===== src/design/fspa_pkg.sv =====
// package of register map, fields, codes and reset values for the flash address/protect block
package fspa_pkg;
	// register indices; byte address on the bus is four times the index
	localparam logic [15:0] IDX_START_LOW   = 16'hFFA4; // start pointer bits 7..0
	localparam logic [15:0] IDX_START_HIGH  = 16'hFFA5; // start pointer bits 11..8
	localparam logic [15:0] IDX_CMP_LOW     = 16'hFFA6; // end compare, low byte
	localparam logic [15:0] IDX_CMP_HIGH    = 16'hFFA7; // end compare, high byte
	localparam logic [15:0] IDX_WBUF        = 16'hFFA8; // write data buffer
	localparam logic [15:0] IDX_PROTECT     = 16'h0081; // protect byte image, read only
	localparam logic [15:0] IDX_IRQ_STATUS  = 16'hFFB0; // sticky event bits, read only
	localparam logic [15:0] IDX_IRQ_CLEAR   = 16'hFFB1; // write one to clear, write only
	localparam logic [15:0] IDX_IRQ_ENABLE  = 16'hFFB2; // interrupt enable mask
	localparam logic [15:0] IDX_SEQ_STATE   = 16'hFFB3; // busy flag and state, read only
	localparam int          ADDR_W          = 18;       // byte address width
	localparam int          IDX_LSB         = 2;        // word select starts here
	// reset values
	localparam logic [7:0]  REG_RESET       = 8'h00;
	// protect byte fields
	localparam int          PSEL_LSB        = 2;        // selection field bits 6..2
	localparam int          PSEL_W          = 5;
	localparam logic [4:0]  PSEL_NONE       = 5'h1F;    // no block protected
	localparam logic [7:0]  PROT_FIXED_MASK = 8'h83;    // bits 7, 1, 0 always one
	// event bit positions
	localparam int          EV_DONE         = 0;        // command finished
	localparam int          EV_PROT_ERR     = 1;        // write/erase protect error
	localparam int          EV_PROHIBITED   = 2;        // protect code not legal
	localparam int          EV_W            = 3;
	// command codes
	localparam logic [2:0]  CMD_VERIFY1     = 3'h1;
	localparam logic [2:0]  CMD_VERIFY2     = 3'h2;
	localparam logic [2:0]  CMD_ERASE       = 3'h3;
	localparam logic [2:0]  CMD_BLANK       = 3'h4;
	localparam logic [2:0]  CMD_WRITE       = 3'h5;
	// bus responses
	localparam logic [1:0]  RESP_OKAY       = 2'h0;
	localparam logic [1:0]  RESP_SLVERR     = 2'h2;
	// sequencer states
	typedef enum logic [1:0] {S_IDLE, S_CHECK, S_RUN, S_FINISH} fspa_state_t;
endpackage : fspa_pkg


===== src/design/fspa_protect_decode.sv =====
// decoder from protect selection code to protected lower-block count
`timescale 1ns/1ns
`default_nettype none
module fspa_protect_decode #(
	parameter int BLOCKS = 16 // 4, 8 or 16 blocks of flash
) (
	input  wire logic                        clk,            // checks only, logic is combinational
	input  wire logic                        rst,            // checks sleep through reset
	input  wire logic [fspa_pkg::PSEL_W-1:0] select,         // selection field
	input  wire logic [3:0]                  block,          // targeted block number
	input  wire logic                        self_prog_mode, // protection only acts here
	output logic      [4:0]                  protect_count,  // lowest blocks shielded
	output logic                             prohibited,     // code not legal for variant
	output logic                             blk_protected   // target is shielded
);
	import fspa_pkg::*;

	initial begin
		if (BLOCKS != 4 && BLOCKS != 8 && BLOCKS != 16)
			$error("BLOCKS must be 4, 8 or 16");
	end

	localparam logic [4:0] BLOCKS_N = 5'(BLOCKS);
	logic [4:0] raw_count; // two blocks per step below all ones

	// code 01ccc shields 2*(16-01ccc low nibble) blocks
	always_comb begin
		// doubling by concatenation: a four-bit shift would wrap code 01000 to zero
		raw_count     = {4'(5'h10 - {1'b0, select[3:0]}), 1'b0};
		protect_count = 5'h00;
		prohibited    = 1'b0;
		if (select == PSEL_NONE) begin
			protect_count = 5'h00;
		end else if (select[4:3] == 2'b01 && raw_count <= BLOCKS_N) begin
			protect_count = raw_count;
		end else begin
			// unlisted code: shield everything, safer than guessing
			prohibited    = 1'b1;
			protect_count = BLOCKS_N;
		end
	end

	// other programming modes never see the shield
	assign blk_protected = self_prog_mode && ({1'b0, block} < protect_count);
endmodule : fspa_protect_decode
`default_nettype wire


===== src/design/fspa_top.sv =====
// flash self-programming address, range, write data and protection block
// Behaviour
// 12-bit start pointer over two bytes
// software zeroes upper nibbles before commands
// compare pair bounds the sequencer walk
// software mirrors high pointer into compare
// software loads last low verify address
// compare registers byte writable, reset zero
// software puts block number in compare
// low compare zero erase, ones blank
// write buffer whole byte, reset zero
// protect field bits 6..2, others one
// protection active only in self-programming
// protected block erase/write has no effect
// four-block codes decode as listed
// eight-block codes decode as listed
// sixteen-block codes shrink two per step
// all ones free, others prohibited
// pointer counts up to compare value
// protected target sets protect error flag
// check block before any pulse starts
//
// Design decision made here: register access over AXI4-Lite.
`timescale 1ns/1ns
`default_nettype none
module fspa_top #(
	parameter int BLOCKS = 16 // flash blocks: 4, 8 or 16
) (
	input  wire logic                          clk,
	input  wire logic                          rst,
	// axi4-lite slave
	input  wire logic [fspa_pkg::ADDR_W-1:0]   s_axi_awaddr,
	input  wire logic                          s_axi_awvalid,
	output logic                               s_axi_awready,
	input  wire logic [31:0]                   s_axi_wdata,
	input  wire logic [3:0]                    s_axi_wstrb,
	input  wire logic                          s_axi_wvalid,
	output logic                               s_axi_wready,
	output logic [1:0]                         s_axi_bresp,
	output logic                               s_axi_bvalid,
	input  wire logic                          s_axi_bready,
	input  wire logic [fspa_pkg::ADDR_W-1:0]   s_axi_araddr,
	input  wire logic                          s_axi_arvalid,
	output logic                               s_axi_arready,
	output logic [31:0]                        s_axi_rdata,
	output logic [1:0]                         s_axi_rresp,
	output logic                               s_axi_rvalid,
	input  wire logic                          s_axi_rready,
	// from the command/mode logic and flash array
	input  wire logic                          self_prog_mode,
	input  wire logic                          cmd_start,
	input  wire logic [2:0]                    cmd_code,
	input  wire logic [7:0]                    protect_byte_in,
	// toward the flash array
	output logic                               op_valid,
	input  wire logic                          op_ack,
	output logic [2:0]                         op_kind,
	output logic [11:0]                        op_addr,
	output logic [7:0]                         op_data,
	output logic                               busy,
	output logic                               write_erase_protect_error,
	output logic                               irq
);
	import fspa_pkg::*;

	////////////////////////////////////////////////////////////////////////////
	// registers and state
	logic [7:0]        start_addr_low_reg;   // pointer bits 7..0
	logic [7:0]        start_addr_high_reg;  // pointer bits 11..8 in low nibble
	logic [7:0]        end_compare_low_reg;  // last low address of walk
	logic [7:0]        end_compare_high_reg; // block of walk
	logic [7:0]        write_data_buffer;    // byte to program
	logic [EV_W-1:0]   irq_status;           // sticky events
	logic [EV_W-1:0]   irq_enable;           // interrupt mask
	logic [EV_W-1:0]   ev_set;               // one-cycle event pulses
	fspa_state_t       st;                   // sequencer state
	logic [2:0]        cmd_held;             // command under way
	logic [7:0]        prot_byte;            // protect byte with fixed bits forced
	logic [4:0]        protect_count;        // shielded lower blocks
	logic              prohibited;           // illegal protect code
	logic              blk_protected;        // target block shielded
	logic [11:0]       ptr;                  // full start pointer
	logic [11:0]       cmp;                  // full compare value
	logic              walk_cmd;             // command walks a range
	logic              op_fire;              // array accepted an operation
	// fixed bits read as one whatever the array holds
	assign prot_byte = protect_byte_in | PROT_FIXED_MASK;
	assign ptr       = {start_addr_high_reg[3:0], start_addr_low_reg};
	// upper nibbles ignored; software keeps them zero and equal
	assign cmp       = {end_compare_high_reg[3:0], end_compare_low_reg};
	assign walk_cmd  = cmd_held inside {CMD_VERIFY1, CMD_VERIFY2, CMD_BLANK};
	assign op_fire   = op_valid && op_ack;
	fspa_protect_decode #(
		.BLOCKS (BLOCKS)
	) fspa_protect_decode_inst (
		.clk            (clk),
		.rst            (rst),
		.select         (prot_byte[PSEL_LSB +: PSEL_W]),
		.block          (start_addr_high_reg[3:0]),
		.self_prog_mode (self_prog_mode),
		.protect_count  (protect_count),
		.prohibited     (prohibited),
		.blk_protected  (blk_protected)
	);

	////////////////////////////////////////////////////////////////////////////
	// axi4-lite write channel: address and data taken in either order
	logic [ADDR_W-1:0] aw_addr;  // held write address
	logic              aw_have;  // address taken
	logic [7:0]        w_byte;   // held lane 0 data
	logic              w_lane0;  // lane 0 strobe held
	logic              w_have;   // data taken
	logic              wr_do;    // perform the write this cycle
	logic [15:0]       wr_idx;   // word index of write
	logic              wr_hit;   // write index is mapped
	assign s_axi_awready = !aw_have && !s_axi_bvalid;
	assign s_axi_wready  = !w_have && !s_axi_bvalid;
	assign wr_do         = aw_have && w_have && !s_axi_bvalid;
	assign wr_idx        = aw_addr[IDX_LSB +: 16];
	// write index decode
	always_comb begin
		case (wr_idx)
			IDX_START_LOW, IDX_START_HIGH, IDX_CMP_LOW, IDX_CMP_HIGH, IDX_WBUF,
			IDX_PROTECT, IDX_IRQ_STATUS, IDX_IRQ_CLEAR, IDX_IRQ_ENABLE,
			IDX_SEQ_STATE: wr_hit = 1'b1;
			default:       wr_hit = 1'b0;
		endcase
	end

	// capture address and data, then answer
	always_ff @(posedge clk or posedge rst) begin
		if (rst) begin
			aw_have      <= 1'b0;
			w_have       <= 1'b0;
			aw_addr      <= '0;
			w_byte       <= REG_RESET;
			w_lane0      <= 1'b0;
			s_axi_bvalid <= 1'b0;
			s_axi_bresp  <= RESP_OKAY;
		end else begin
			if (s_axi_awvalid && s_axi_awready) begin
				aw_have <= 1'b1;
				aw_addr <= s_axi_awaddr;
			end
			if (s_axi_wvalid && s_axi_wready) begin
				w_have  <= 1'b1;
				w_byte  <= s_axi_wdata[7:0];
				w_lane0 <= s_axi_wstrb[0];
			end
			if (wr_do) begin
				aw_have      <= 1'b0;
				w_have       <= 1'b0;
				s_axi_bvalid <= 1'b1;
				s_axi_bresp  <= wr_hit ? RESP_OKAY : RESP_SLVERR;
			end else if (s_axi_bready) begin
				s_axi_bvalid <= 1'b0;
			end
		end
	end
	logic wr_byte; // lane 0 write landing this cycle
	assign wr_byte = wr_do && w_lane0;

	////////////////////////////////////////////////////////////////////////////
	// start pointer: software load, or sequencer step toward compare
	always_ff @(posedge clk or posedge rst) begin
		if (rst) begin
			start_addr_low_reg  <= REG_RESET;
			start_addr_high_reg <= REG_RESET;
		end else if (wr_byte && wr_idx == IDX_START_LOW) begin
			start_addr_low_reg  <= w_byte;
		end else if (wr_byte && wr_idx == IDX_START_HIGH) begin
			start_addr_high_reg <= w_byte;
		end else if (st == S_RUN && walk_cmd && op_fire && ptr != cmp) begin
			// counter step; software must reload before the next command
			start_addr_high_reg[3:0] <= 4'((ptr + 12'h001) >> 8);
			start_addr_low_reg       <= 8'(ptr + 12'h001);
		end
	end
	// compare pair and write buffer
	always_ff @(posedge clk or posedge rst) begin
		if (rst) begin
			end_compare_low_reg  <= REG_RESET;
			end_compare_high_reg <= REG_RESET;
			write_data_buffer    <= REG_RESET;
		end else if (wr_byte) begin
			case (wr_idx)
				IDX_CMP_LOW:  end_compare_low_reg  <= w_byte;
				IDX_CMP_HIGH: end_compare_high_reg <= w_byte;
				IDX_WBUF:     write_data_buffer    <= w_byte;
				default:      ;
			endcase
		end
	end
	// interrupt enable mask
	always_ff @(posedge clk or posedge rst) begin
		if (rst)
			irq_enable <= '0;
		else if (wr_byte && wr_idx == IDX_IRQ_ENABLE)
			irq_enable <= w_byte[EV_W-1:0];
	end
	// sticky events: a new event wins over a clear in the same cycle
	always_ff @(posedge clk or posedge rst) begin
		if (rst)
			irq_status <= '0;
		else if (wr_byte && wr_idx == IDX_IRQ_CLEAR)
			irq_status <= (irq_status & ~w_byte[EV_W-1:0]) | ev_set;
		else
			irq_status <= irq_status | ev_set;
	end
	assign irq                       = |(irq_status & irq_enable);
	assign write_erase_protect_error = irq_status[EV_PROT_ERR];

	////////////////////////////////////////////////////////////////////////////
	// sequencer: check, then one operation or a walk to the compare value
	always_ff @(posedge clk or posedge rst) begin
		if (rst) begin
			st       <= S_IDLE;
			cmd_held <= 3'h0;
		end else begin
			case (st)
				S_IDLE: if (cmd_start) begin
					cmd_held <= cmd_code;
					st       <= S_CHECK;
				end
				// checked one cycle ahead of any array request
				S_CHECK: begin
					if (blk_protected || !(cmd_held inside {CMD_VERIFY1, CMD_VERIFY2,
							CMD_ERASE, CMD_BLANK, CMD_WRITE}))
						st <= S_IDLE;
					else
						st <= S_RUN;
				end
				S_RUN: if (op_fire && (!walk_cmd || ptr == cmp))
					st <= S_FINISH;
				S_FINISH: st <= S_IDLE;
				default:  st <= S_IDLE;
			endcase
		end
	end

	// event pulses
	always_comb begin
		ev_set                = '0;
		ev_set[EV_DONE]       = (st == S_FINISH);
		ev_set[EV_PROT_ERR]   = (st == S_CHECK) && (blk_protected || !(cmd_held inside
			{CMD_VERIFY1, CMD_VERIFY2, CMD_ERASE, CMD_BLANK, CMD_WRITE}));
		ev_set[EV_PROHIBITED] = (st == S_CHECK) && prohibited;
	end
	assign op_valid = (st == S_RUN);
	assign op_kind  = cmd_held;
	assign op_addr  = ptr;
	assign op_data  = write_data_buffer;
	assign busy     = (st != S_IDLE);

	////////////////////////////////////////////////////////////////////////////
	// axi4-lite read channel: answer one cycle after the address
	logic [15:0] rd_idx; // word index of read
	logic [7:0]  rd_val; // selected register
	logic        rd_hit; // read index mapped
	assign s_axi_arready = !s_axi_rvalid;
	assign rd_idx        = s_axi_araddr[IDX_LSB +: 16];
	// read mux; the clear register reads zero
	always_comb begin
		rd_hit = 1'b1;
		case (rd_idx)
			IDX_START_LOW:  rd_val = start_addr_low_reg;
			IDX_START_HIGH: rd_val = start_addr_high_reg;
			IDX_CMP_LOW:    rd_val = end_compare_low_reg;
			IDX_CMP_HIGH:   rd_val = end_compare_high_reg;
			IDX_WBUF:       rd_val = write_data_buffer;
			IDX_PROTECT:    rd_val = prot_byte;
			IDX_IRQ_STATUS: rd_val = 8'(irq_status);
			IDX_IRQ_CLEAR:  rd_val = 8'h00;
			IDX_IRQ_ENABLE: rd_val = 8'(irq_enable);
			IDX_SEQ_STATE:  rd_val = {5'h00, busy, 2'(st)};
			default: begin
				rd_val = 8'h00;
				rd_hit = 1'b0;
			end
		endcase
	end

	// read data register
	always_ff @(posedge clk or posedge rst) begin
		if (rst) begin
			s_axi_rvalid <= 1'b0;
			s_axi_rdata  <= 32'h0000_0000;
			s_axi_rresp  <= RESP_OKAY;
		end else if (s_axi_arvalid && s_axi_arready) begin
			s_axi_rvalid <= 1'b1;
			s_axi_rdata  <= {24'h00_0000, rd_val};
			s_axi_rresp  <= rd_hit ? RESP_OKAY : RESP_SLVERR;
		end else if (s_axi_rready) begin
			s_axi_rvalid <= 1'b0;
		end
	end
endmodule : fspa_top
`default_nettype wire


===== config.mk =====
export PLATFORM = sky130hd
export DESIGN_NAME = fspa_top
export DESIGN_NICKNAME = d
export VERILOG_FILES = /design/src/design/fspa_pkg.sv /design/src/design/fspa_protect_decode.sv /design/src/design/fspa_top.sv
export SDC_FILE = /design/constraint.sdc
export NUM_CORES = 1
export LEC_CHECK = 0
export ABC_AREA = 0
export BUFFER_PORTS_ARGS = -buffer_cell sky130_fd_sc_hd__buf_2
export CELL_PAD_IN_SITES_DETAIL_PLACEMENT = 1
export CELL_PAD_IN_SITES_GLOBAL_PLACEMENT = 1
export CORE_ASPECT_RATIO = 0.8
export CORE_MARGIN = 4
export CORE_UTILIZATION = 39
export DETAILED_ROUTE_END_ITERATION = 8
export GPL_ROUTABILITY_DRIVEN = 1
export PLACE_DENSITY = 0.86
export SLEW_MARGIN = 15
export SYNTH_ARGS = -nofsm -noshare
export SYNTH_HDL_FRONTEND = slang
export SYNTH_SLANG_ARGS = --single-unit
export TNS_END_PERCENT = 1

===== constraint.sdc =====
create_clock -name clk -period 4.1 [get_ports clk]
set_input_delay 0.82 -clock clk [delete_from_list [all_inputs] [get_ports clk]]
set_output_delay 0.82 -clock clk [all_outputs]
set_load 0.05 [all_outputs]

; Word-level counts from Yosys, hierarchy flattened
; Index checks and enable logic that the tools add are counted.
; W data, S select, Z words.
[totals]
in_bits = 93
register_bits = 94
wordCells = 142
out_inout_bits = 68
[op_classes]
reduce_logical = 50
n_eq_ne = 35
bitwise_logic = 6
n_addsub = 2
n_lt_le_gt_ge = 2
mux = 27
[op_table]
columns = op, n
row1 = $eq A16 B16 Y1 const B, 18
row2 = $pmux W8 S9, 1
row3 = $eq A16 B8 Y1 const B, 2
row4 = $mux W8, 3
row5 = $logic_and A1 B1 Y1, 21
row6 = $reduce_or A10 Y1, 2
row7 = $reduce_and A2 Y1, 8
row8 = $reduce_bool A2 Y1, 7
row9 = $add A12 B1 Y12 const B, 1
row10 = $eq A12 B12 Y1, 1
row11 = $mux W1, 12
row12 = $ne A12 B12 Y1, 1
row13 = $mux W2, 5
row14 = $mux W5, 2
row15 = $mux W4, 2
row16 = $pmux W2 S4, 1
row17 = $and A3 B3 Y3, 2
row18 = $eq A3 B2 Y1 const B, 2
row19 = $eq A3 B3 Y1 const B, 2
row20 = $logic_not A1 Y1, 6
row21 = $or A3 B3 Y3, 2
row22 = $eq A5 B5 Y1 const B, 1
row23 = $le A5 B5 Y1 const B, 1
row24 = $lt A4 B5 Y1, 1
row25 = other kinds (14), 18

; Logic depth before layout (Yosys ltp)
; Gate-level depths: netlist (run 1).
[depth]
word_depth = 11
mapped_depth = 11

; Modules after synthesis
; From an unflattened synthesis (run 1), not the netlist that was laid out.
[hier_totals]
hier_cells = 475
area_unflattened_um2 = 5104.9
[modules_own_cells]
columns = module, cells_per_inst, instances, area_per_inst_um2, seq_area_each_um2
row1 = fspa_top, 446, 1, 4909.7, 2252.2
row2 = fspa_protect_decode, 29, 1, 195.2, 0.0

; Worst setup path after synthesis (run 1)
; No wires, ideal clock.
[synth_path]
path_type = flip-flop to flip-flop
from = register s_axi_bvalid
to = register aw_addr[15]
required_time_ns = 3.975
synth_period_minus_slack_ns = 2.694
path_stages_with_launch = 6
slack_ns = 1.406
n_path_buf = 2
arrival_time_ns = 2.569
cell_sequence = dfrtp_1 -> nor2_1 -> and2_1 -> clkbuf_1 -> buf_1 -> mux2_2
[synth_between]
elab_chain_cells = 3
[synth_lines]
columns = element, line_no
row1 = "start, declared", fspa_top.sv:40  ; output logic s_axi_bvalid,
row2 = "start signal, assigned", fspa_top.sv:138  ; s_axi_bvalid <= 1'b0;
row3 = "start signal, assigned", fspa_top.sv:153  ; s_axi_bvalid <= 1'b1;
row4 = "start signal, assigned", fspa_top.sv:156  ; s_axi_bvalid <= 1'b0;
row5 = $logic_not A1 Y1, fspa_top.sv:116  ; assign s_axi_awready = !aw_have && !s_axi_bvalid;
row6 = $logic_and A1 B1 Y1, fspa_top.sv:116
row7 = via s_axi_awready, fspa_top.sv:34  ; output logic s_axi_awready,
row8 = $logic_and A1 B1 Y1, fspa_top.sv:141  ; if (s_axi_awvalid && s_axi_awready) begin
row9 = "end signal, assigned", fspa_top.sv:143  ; aw_addr <= s_axi_awaddr;
row10 = "end, declared", fspa_top.sv:108  ; logic [ADDR_W-1:0] aw_addr;
; The timed path passes the listed nets, and every way through them passes these cells.
; A chain may end at the register's enable or synchronous reset.

; Final worst setup path (run 1)
[layout_path]
from = input s_axi_araddr[2] (netlist name)
to = register s_axi_rdata[5]
[layout_between]
elab_chain_cells = 2
elab_cells_between_ends = 10
classes_between = eq/ne: 9 / mux: 1
[layout_lines]
columns = element, line_no
row1 = "start, declared", fspa_top.sv:42  ; input wire logic [fspa_pkg::ADDR_W-1:0] s_axi_araddr,
row2 = $eq A16 B16 Y1 / $eq A16 B8 Y1 (equally long branches), fspa_top.sv:265  ; case (rd_idx)
row3 = $pmux W8 S9 *, fspa_top.sv:265
row4 = "end signal, assigned", fspa_top.sv:291  ; s_axi_rdata <= {24'h00_0000, rd_val};
row5 = "end, declared", fspa_top.sv:45  ; output logic [31:0] s_axi_rdata,
; Mark *: on every way between the ends. The rest lies on a longest branch, timed or not.

==> results of run 1 <==
critical path, cell delays in order:
cell	delay (ns)
buf_2	0.25
nor4b_1	0.21
and4_1	0.34
or2_2	0.35
o311ai_1	0.75
o21ai_0	0.26
metrics by stage:
step / total power, W / setup slack [ns]
5_1_grt: 0.00378 / 1.19
4_1_cts: 0.00360 / 1.35
3_5_place_dp: 0.00257 / 0.995
2_1_floorplan: 0.00220 / 0.945
3_3_place_gp: 0.00250 / 1.11
6_report: 0.00359 / 1.28
kinds of logic after synthesis:
group / Yosys count
AND/OR/NAND/NOR: 170
flip-flops: 90
AO/OA/AOI/OAI: 86
multiplexers: 64
buffers and inverters: 64
XOR/XNOR: 13
adder cells (fa/ha/maj): 5
other: 1
routing by layer:
metal	vias up	track usage
met5	-	0
met4	0	0.0705
met3	31	0.0504
met2	200	0.353
met1	2211	0.298
li1	1938	-
area by class of cell:
cell class | count | area, um^2
Clock buffer | 10 | 229
Tap cell | 175 | 219
Timing Repair Buffer | 104 | 531
Multi-Input combinational cell | 364 | 2580
Clock inverter | 5 | 128
Fill cell | 1485 | 6820
Inverter | 16 | 61.3
Sequential cell | 90 | 2250
how the worst max path moves through the flow:
stage / from / to / slack, ns / depth (start not counted)
6_report: s_axi_araddr[2] / s_axi_rdata[5] / 1.28 / 6
5_1_grt: s_axi_araddr[2] / s_axi_rdata[7] / 1.19 / 6
4_1_cts: s_axi_araddr[2] / s_axi_rdata[5] / 1.35 / 6
3_5_place_dp: s_axi_araddr[2] / s_axi_rdata[5] / 0.99 / 6
3_3_place_gp: s_axi_araddr[2] / s_axi_rdata[4] / 1.11 / 6
2_1_floorplan: rst / asynchronous set/reset pin / 0.94 / 1
synthesized netlist by cell type, types with 3 or more instances:
cell type	count	area [um^2]
a22o_1	6	52.6
nor2_1	22	82.6
o21ai_0	31	155
a211o_1	3	26.3
or3_1	3	18.8
nor2b_1	6	37.5
ha_1	5	62.6
nand2_1	53	199
dfrtp_1	90	2250
mux2i_1	3	30.0
clkbuf_1	13	48.8
nand3_1	15	75.1
or2_2	6	37.5
a221oi_1	3	26.3
nand2b_1	4	25.0
a31oi_1	3	18.8
a21o_1	3	22.5
xor2_1	13	114
nor3_1	9	45.0
nand4_1	11	68.8
nor4_1	13	81.3
a222oi_1	4	40.0
and3_1	5	31.3
a21oi_1	6	30.0
inv_1	16	60.1
mux4_2	8	180
o211ai_1	3	22.5
buf_4	30	225
nor4b_1	4	35.0
o31ai_1	5	37.5
mux2_2	53	597
power breakdown:
group | internal, W | switching (W)
sequential | 0.00109 | 0.000338
combinational | 0.000391 | 0.000760
clock | 0.000655 | 0.000358
total | 0.00213 | 0.00146
layout by cell type, fill, tap and decap left out, drive strengths merged, types with 4 or more instances in the layout:
cell type    n
nand2       54
bufinv       4
a21oi        6
mux2        53
nand3       15
clkbuf      10
xor2        13
o21ai       31
or2          7
nor3        10
buf        104
nand4       11
ha           5
nor2b        6
a222oi       4
o31ai        5
nand2b       4
nor4        14
conb        26
dfrtp       90
and3         5
mux4         8
inv         15
a22o         6
nor2        22
nor4b        4
==> summary.md, run 1 <==
| Metric | Value |
|---|---|
| Most frequently used flop master after synthesis | dfrtp_1 |
| Maxcap violations | 0 |
| # setup viols final | 0 |
| Crit Reg-Reg Endpoint | start_addr_low_reg[4] |
| CTS hold repair buffers | 0 |
| Clock latency on the worst-skew pair | 0.35 ns |
| CTS Sinks | 90 |
| Post-Synth Adder-Cell Area | 0.0122 |
| Xor/xnor share of the synthesized area | 0.0223 |
| H-tree Lvls | 3 |
| Max reg flops | 16 |
| Highest metal used | met4 |
| Root Buffer | clkbuf_16 |
| Synth warn | 0 |
| Final design utilization | 0.468 |
| PostCTS Resize Cnt | 0 |
| Number of remaining DRC errors | 0 |
| Nets | 683 |
| Main combinational cell family by area after synthesis | simple AND/OR/NAND/NOR gates |
| GR Util All Layers | 0.220 |
| Routed Antenna Nets | 0 |
| Share of cells above drive strength 1 | 0.328 |
| Std cell rows | 37 |
| Die area | 15000 um^2 |
| Starting Density | 0.398 |
| Largest Register | aw_addr |
| Mapped Cells | around 490 |
| Crit path kind | in2reg |
| Max_slew headroom | 0.391 |
| Clock transition at the registers of the reported paths | 0.06 ns |
| RSZ-0062 raised after global routing | no |
| Simple-gate area share of the yosys netlist | 0.178 |
| 1st-pass router iterations | 7 |
| Post-DP HPWL | 11.9 mm |
| Post-CTS setup buffer count | 0 |
| Crit path launch type | primary input |
| Placed inst area | 5640 um^2 |
| Pwr dens | 598 nW/um^2 |
| Post-synthesis compound-gate area fraction | 0.116 |
| Worst R2R Start | aw_addr[5] |
| HP Class | reg2reg |
| Slew at the pin closest to its max-slew limit | 0.899 ns |
| Fmax | 0.354 GHz |
| Arr. time, crit path | 3.00 ns |
| First-pass GRT wire length | approximately 25 mm |
| Yosys cell types | 62 |
| Core area | between 10000 and 15000 um^2 |
| Clock Skew | 0.00897 ns |
| Status | completed |
| Met3 WL | 1.21 mm |
| Largest net degree at the start of global routing | 45 |
| Leakage | 2.74 nW |
| R2r setup slk | 1.36 ns |
| WHS Path Cells | 2 |
| Hold Crit Endpoint | s_axi_rdata[2] |
| M1 WL | 6.86 mm |
| Clock buffer count from CTS | 9 |
| IO Count | 161 |
| Starting DRT DRC Count | 316 |
| Fin cells | roughly 760 |
| Post-Syn Area per Cell | between 10 and 15 um^2 |
| Grt total ovfl | 0 |
| Crit path max fanout | 16 |
| Vias in the first global route | about 4600 |
| DR vias | 4380 |
| CTS tree | yes |
| Routability cong. | 0.895 |
| N_diodes | 0 |
| Setup TNS | 0 ns |
| Via/cell ratio | 5.73 |
| Final Cell Area | 6000 um^2 |
| EDFF count, synth | 0 |
| Drt wl/cell | 20.9 um |
| Final Cycle Share | 0.689 |
| Die H | approximately 110 um |
| Syn-to-layout area delta | 17.5% |
| Initial antenna violation count | 0 |
| Post-Route WL | roughly 16 mm |
| HP Start | s_axi_rdata[2] |
| Register area share after synthesis | 0.441 |
| Mux cell area share after synthesis | 0.158 |
| Die X | 136 um |
| R2R cell count | 6 |
| Final hold vios | 0 |
| Slew Viols, Final | 0 |
| Min Tclk post-route | 2.82 ns |
| Mapped cell area | 5110 um^2 |
| Element type at the critical path end | flop |
| #FFs+latches synth | 90 |
| PortBufs | 100 |
| Placed instance count | 749 |
| VDD IR max | roughly 0.41 mV |
| CTS Buffer Depth | 2 |
| Synth async-reset ratio | 1.00 |
| WP data required | 4.27 ns |
| Final Hold Slack | 0.476 ns |
| Met2 wire len | roughly 7.5 mm |
Power figures use the tool's default switching activity.
==> run 2, diff against run 1 <==
Settings changed: CORE_UTILIZATION 39 to 35, PLACE_DENSITY 0.86 to 0.82.
Clock period 4.1 ns to 2.3 ns, I/O delays scaled along.
==> run 2 against run 1 <==
Compared with the run above: design area is 6.5% higher; setup slack worse by 1.3 ns; critical endpoint is now start_addr_low_reg[6]; critical path depth is 1 lower; sequential power is 66% higher; core utilization is 2.1 points lower; routed wire length is 6.7% higher; via count is 3.5% higher; global-route usage is 1.1 points lower; sequential cell count stayed put; count of clock-buffer cells in the layout is 1 higher.
==> summary.md, run 2 (synthesis gave the netlist of run 1 again) <==
| Metric | Value |
|---|---|
| Status | completed |
| Clock latency on the worst-skew pair | 0.36 ns (about the same) |
| Fin cells | 825 (+8.0%) |
| Syn-to-layout area delta | 25.2% |
| Starting Density | 0.357 (-0.0411) |
| CTS Sinks | 90 (unchanged) |
| Clock transition at the registers of the reported paths | 0.07 ns (about the same) |
| CTS Buffer Depth | 2 (unchanged) |
| # setup viols final | 0 (unchanged) |
| WP data required | 2.54 ns (-1.73 ns) |
| Clock Skew | 0.0121 ns (+0.00316 ns) |
| CP dominant cell by count | or4_4 |
| Nets | 734 (+7.5%) |
| Largest net degree at the start of global routing | 91 (+100%) |
| PortBufs | 100 (unchanged) |
| Routed Antenna Nets | 0 (unchanged) |
| Grt total ovfl | 0 (unchanged) |
| Final Hold Slack | 0.224 ns (-0.252 ns) |
| H-tree Lvls | 3 (unchanged) |
| Element type at the critical path end | flop |
| Most common cell after layout, fill and taps aside | buf_2 |
| Clock buffer count from CTS | 9 (unchanged) |
| Root Buffer | clkbuf_16 |
| Starting DRT DRC Count | 323 (+2.2%) |
| VDD IR max | 0.631 mV (+53%) |
| HP Class | in2async |
| Crit path kind | reg2reg |
| Post-Route WL | 17.0 mm (+6.7%) |
| CTS tree | yes |
| Placed instance count | 807 (+7.7%) |
| RSZ-0062 raised after global routing | yes |
| Most frequent cells in the layout | buf_2, dfrtp_1, buf_4, nand2_1, mux2_2 |
| Crit path launch type | flop |
| 1st-pass router iterations | 5 (-2) |
| Min Tclk post-route | roughly 2.3 ns |
| Die X | 143 um (+5.2%) |
| # fillers | 1649 (+11%) |
| Number of remaining DRC errors | 0 (unchanged) |
| Die area | 16600 um^2 (+11%) |
| Die H | 116 um (+5.2%) |
| Final Cycle Share | 0.989 |
| Crit path largest cell delay | 0.52 ns (-0.23 ns) |
| Vias in the first global route | 4847 (+6.1%) |
| Slew Viols, Final | 0 (unchanged) |
| Via/cell ratio | 5.50 (-4.1%) |
| Initial antenna violation count | 0 (unchanged) |
| DR vias | 4535 (+3.5%) |
| Slew at the pin closest to its max-slew limit | 0.558 ns (-0.341 ns) |
| Arr. time, crit path | 2.52 ns (-0.48 ns) |
| IO Count | 161 (unchanged) |
| Core area | 14300 um^2 (+11%) |
| Share of cells above drive strength 1 | 0.387 (+0.0592) |
| First-pass GRT wire length | 26.6 mm (+4.7%) |
| Max_slew headroom | 0.623 (+0.232) |
| Crit path max fanout | 7 (-9) |
| Pwr dens | 1010 nW/um^2 (+69%) |
| Leakage | 2.96 nW (+7.9%) |
| Routability cong. | 0.905 (+1.1%) |
| Max reg flops | 16 (unchanged) |
| Final hold vios | 0 (unchanged) |
| Drt wl/cell | 20.6 um (-1.2%) |
| Std cell rows | 39 (+5.4%) |
| CTS hold repair buffers | 0 (unchanged) |
| N_diodes | 0 (unchanged) |
| Largest Register | aw_addr |
| Post-DP HPWL | 12.9 mm (+9.0%) |
| Fmax | approximately 0.44 GHz |
| CP Cell Sequence | or3b_1, or4_4, or4_4, and3_4, a211o_1 |
| Critical-path top delay cell | or4_4 |
| Setup ws final | 0.0246 ns (-1.25 ns) |
| GR Util All Layers | 0.208 (-0.0114) |
| Place WS | -0.136 ns (-1.13 ns) |
| Maxcap violations | 0 (unchanged) |
| R2r setup slk | 0.02 ns (-1.34 ns) |
run 2: changes by cell type in the layout (fill, tap and decap cells not counted), sizes merged:
cell,before,now
clkinv,1,0
bufinv,4,1
buf,104,155
inv,15,16
clkbuf,10,11
clkinvlp,1,4
run 2: timing repair:
action,4_1_cts,5_1_grt
setup endpoints to repair,10,11
buffers inserted,1,1
pin swaps,3,3
gates resized for setup,2,6
run 2: final cells by class:
type                            count  area (um^2)  share of cell area
Multi-Input combinational cell    364         2620               0.410
Sequential cell                    90         2250               0.352
Timing Repair Buffer              155          926               0.145
Clock buffer                       11          243              0.0380
Tap cell                          184          230              0.0360
Inverter                           16         63.8             0.00998
Clock inverter                      5         61.3             0.00959
run 2: through the flow:
step	cell area (um^2)	utilization	setup TNS (ns)	total power [W]
6_report	6390	0.447	0	0.00647
5_1_grt	6390	0.447	-0.193	0.00683
4_1_cts	6360	0.445	-0.243	0.00647
3_5_place_dp	6040	0.422	-0.864	0.00491
3_3_place_gp	6040	0.422	-0.239	0.00478
2_1_floorplan	5210	-	-5.19	0.00393
run 2: layer usage:
| metal | wire length (um) | up-vias | track usage |
|---|---|---|---|
| met5 | 0 | - | 0 |
| met1 | 7430 | 2319 | 0.277 |
| li1 | - | 2047 | - |
| met3 | 1110 | 24 | 0.0507 |
| met4 | 285 | 0 | 0.0608 |
| met2 | 8200 | 145 | 0.341 |
run 2: where the power goes:
| part | switching [W] | internal [W] |
|---|---|---|
| clock | 0.000658 | 0.000876 |
| sequential | 0.000428 | 0.00194 |
| combinational | 0.00162 | 0.000945 |
| total | 0.00271 | 0.00376 |
run 2: path summary, 6_finish.rpt:
path                                 from                     to  depth (start not counted)
setup / recovery               aw_addr[5]  start_addr_low_reg[6]                          5
hold / removal                        rst  start_addr_low_reg[7]                          3
setup reg to reg               aw_addr[5]  start_addr_low_reg[6]                          5
hold reg to reg            s_axi_rdata[2]         s_axi_rdata[2]                          2
max in group asynchronous             rst             aw_addr[5]                          3
min in group clk             s_axi_rready           s_axi_rvalid                          2
run 2: critical path, delay by kind of cell, from the launching register on:
kind,cells,cell delay (ns)
AOI/OAI and AO/OA,1,0.26
DFF,1,0.37
and+or+nand+nor,4,1.53
==> run 3, diff against run 2 <==
Settings changed: CORE_ASPECT_RATIO 0.8 to not set, CORE_UTILIZATION 35 to 42, PLACE_DENSITY 0.82 to 0.92.
Clock period 2.3 ns to 2.7 ns, I/O delays scaled along.
==> run 3 against run 2 <==
Compared with the run above: critical path depth up 1; core utilization grew 5.9 points; combinational power down 29%; maximum frequency is 10% lower; count of clock-buffer cells in the layout unchanged; clock power shrank 24%; final cell count shrank 8.1%; clock skew about the same; critical endpoint is now start_addr_high_reg[3]; largest power group is now sequential cells; highest routed layer unchanged.
==> summary.md, run 3 (synthesis gave the netlist of run 1 again) <==
| Metric | Value |
|---|---|
| Status | completed |
| Post-Route WL | 15.6 mm (-8.2%) |
| Die X | 118 um (-17%) |
| R2R cell count | 6 (+1) |
| CP Cell Sequence | or3b_1, or4_4, or4_4, nand2_4, nor2_1, a221o_1 |
| DR vias | 4342 (-4.3%) |
| GR Layer Usage met2 | 0.398 (+0.0576) |
| First-pass GRT wire length | 25.3 mm (-4.8%) |
| Pwr dens | 842 nW/um^2 (-17%) |
| CTS Buffer Depth | 2 (unchanged) |
| GR Util All Layers | 0.228 (+0.0200) |
| Final design utilization | 0.507 (+0.0594) |
| Global route hottest layer | met2 |
| Initial antenna violation count | 0 (unchanged) |
| Via/cell ratio | 5.73 (+4.2%) |
| VDD IR max | 0.574 mV (-9.1%) |
| Core area | 12000 um^2 (-16%) |
| Placed instance count | 743 (-7.9%) |
| Drt wl/cell | 20.6 um (about the same) |
| Share of cells above drive strength 1 | 0.350 (-0.0366) |
| Largest Register | aw_addr |
| HP Class | in2async |
| Number of remaining DRC errors | 0 (unchanged) |
| Post-DP HPWL | 12.1 mm (-6.6%) |
| Most common cell after layout, fill and taps aside | buf_2 |
| Fmax | 0.395 GHz (-10%) |
| RSZ-0062 raised after global routing | no |
| Crit path to | start_addr_high_reg[3] |
| Leakage | 2.80 nW (-5.3%) |
| Placed inst area | 5790 um^2 (-4.1%) |
| Std cell rows | 40 (+2.6%) |
| Final hold vios | 0 (unchanged) |
| Clock latency on the worst-skew pair | 0.35 ns (about the same) |
| Slew Viols, Final | 0 (unchanged) |
| Post-CTS setup buffer count | 0 (-1) |
| N_diodes | 0 (unchanged) |
| Vias in the first global route | 4647 (-4.1%) |
| Nets | 705 (-4.0%) |
| PostCTS Resize Cnt | 0 (-2) |
| Starting DRT DRC Count | 341 (+5.6%) |
| Die H | 118 um (+1.9%) |
| CTS Sinks | 90 (unchanged) |
| Element type at the critical path end | flop |
| Most frequent cells in the layout | buf_2, dfrtp_1, nand2_1, mux2_2, o21ai_0 |
| Clock Skew | 0.0117 ns (-0.000427 ns) |
| CTS tree | yes |
| Fin cells | 758 (-8.1%) |
| # setup viols final | 0 (unchanged) |
| Maxcap violations | 0 (unchanged) |
| 1st-pass router iterations | 5 (unchanged) |
| Final Cycle Share | 0.938 (-0.0510) |
| Max reg flops | 16 (unchanged) |
| WP data required | 2.93 ns (+0.39 ns) |
| Met3 GRT Util | 0.0531 (+0.00237) |
| Met1 track demand over resource | 0.277 (-0.000416) |
| Setup TNS | 0 ns (unchanged) |
| Clock transition at the registers of the reported paths | 0.06 ns (about the same) |
| PortBufs | 100 (unchanged) |
| CTS hold repair buffers | 0 (unchanged) |
| Crit path largest cell delay | 0.59 ns (+0.07 ns) |
| H-tree Lvls | 3 (unchanged) |
| Max_slew headroom | 0.502 (-0.120) |
| Crit path launch type | flop |
| Clock buffer count from CTS | 9 (unchanged) |
| Crit Reg-Reg Endpoint | start_addr_high_reg[3] |
| Slew at the pin closest to its max-slew limit | 0.746 ns (+0.188 ns) |
| R2r setup slk | 0.17 ns (+0.14 ns) |
| IO Count | 161 (unchanged) |
| # fillers | 1387 (-16%) |
| CP dominant cell by count | or4_4 |
| Grt total ovfl | 0 (unchanged) |
| Largest net degree at the start of global routing | 57 (-37%) |
| Routability cong. | 0.912 (+0.81%) |
| Critical-path top delay cell | or4_4 |
| Min Tclk post-route | 2.53 ns (+0.258 ns) |
| Arr. time, crit path | 2.76 ns (+0.24 ns) |
| Worst R2R Start | aw_addr[4] |
| Crit path kind | reg2reg |
| Crit path max fanout | 10 (+3) |
| Die area | 14000 um^2 (-16%) |
| Root Buffer | clkbuf_16 |
| Final Cell Area | 6060 um^2 (-5.2%) |
| Routed Antenna Nets | 0 (unchanged) |
| Crit. Startpoint | aw_addr[4] |
| Starting Density | 0.427 (+0.0698) |
| Syn-to-layout area delta | 18.6% |
==> run 3: how the worst min path moves through the flow <==
stage | slack (ns) | startpoint | cells past startpoint | to
final | 0.28 | rst | 2 | s_axi_bvalid
after global routing | 0.33 | rst | 2 | start_addr_low_reg[4]
after CTS | 0.30 | rst | 2 | start_addr_low_reg[4]
after detailed placement | 0.47 | s_axi_rdata[2] | 2 | s_axi_rdata[2]
after global placement | 0.45 | start_addr_high_reg[6] | 2 | start_addr_high_reg[6]
after floorplan | 0.43 | start_addr_high_reg[6] | 2 | start_addr_high_reg[6]
==> run 3: through the flow <==
step                      hold WS, ns  power, W  setup slack (ns)
final                           0.283   0.00510             0.167
after global routing            0.328   0.00541            0.0844
after CTS                       0.298   0.00514             0.184
after detailed placement        0.468   0.00394             0.113
after global placement          0.452   0.00383             0.223
after floorplan                 0.433   0.00335           0.00573
==> run 3: power breakdown <==
group | internal (W) | total, W | switching [W]
sequential | 0.00165 | 0.00210 | 0.000448
clock | 0.000644 | 0.00117 | 0.000529
combinational | 0.000648 | 0.00183 | 0.00118
total | 0.00295 | 0.00510 | 0.00216
==> run 3: final cells by class <==
type / instances / area, um^2 / area share
well taps: 147 / 184 / 0.0303
multi-input cells: 364 / 2580 / 0.426
clock inverters: 4 / 28.8 / 0.00475
repair buffers: 126 / 708 / 0.117
flip-flops and latches: 90 / 2250 / 0.372
clock buffers: 11 / 243 / 0.0400
inverters: 16 / 63.8 / 0.0105
==> run 3: critical path, delay by kind of cell, from the launching register on <==
family           cells  cell delay, ns
AND/OR/NAND/NOR      5            1.73
AO/OA/AOI/OAI        1            0.30
flip-flops           1            0.39
==> run 3: routing by layer <==
layer  share of wire  vias up
met2            0.51      168
met1            0.40     2166
li1                -     1982
met3           0.071       26
met4           0.019        0
met5               0        -
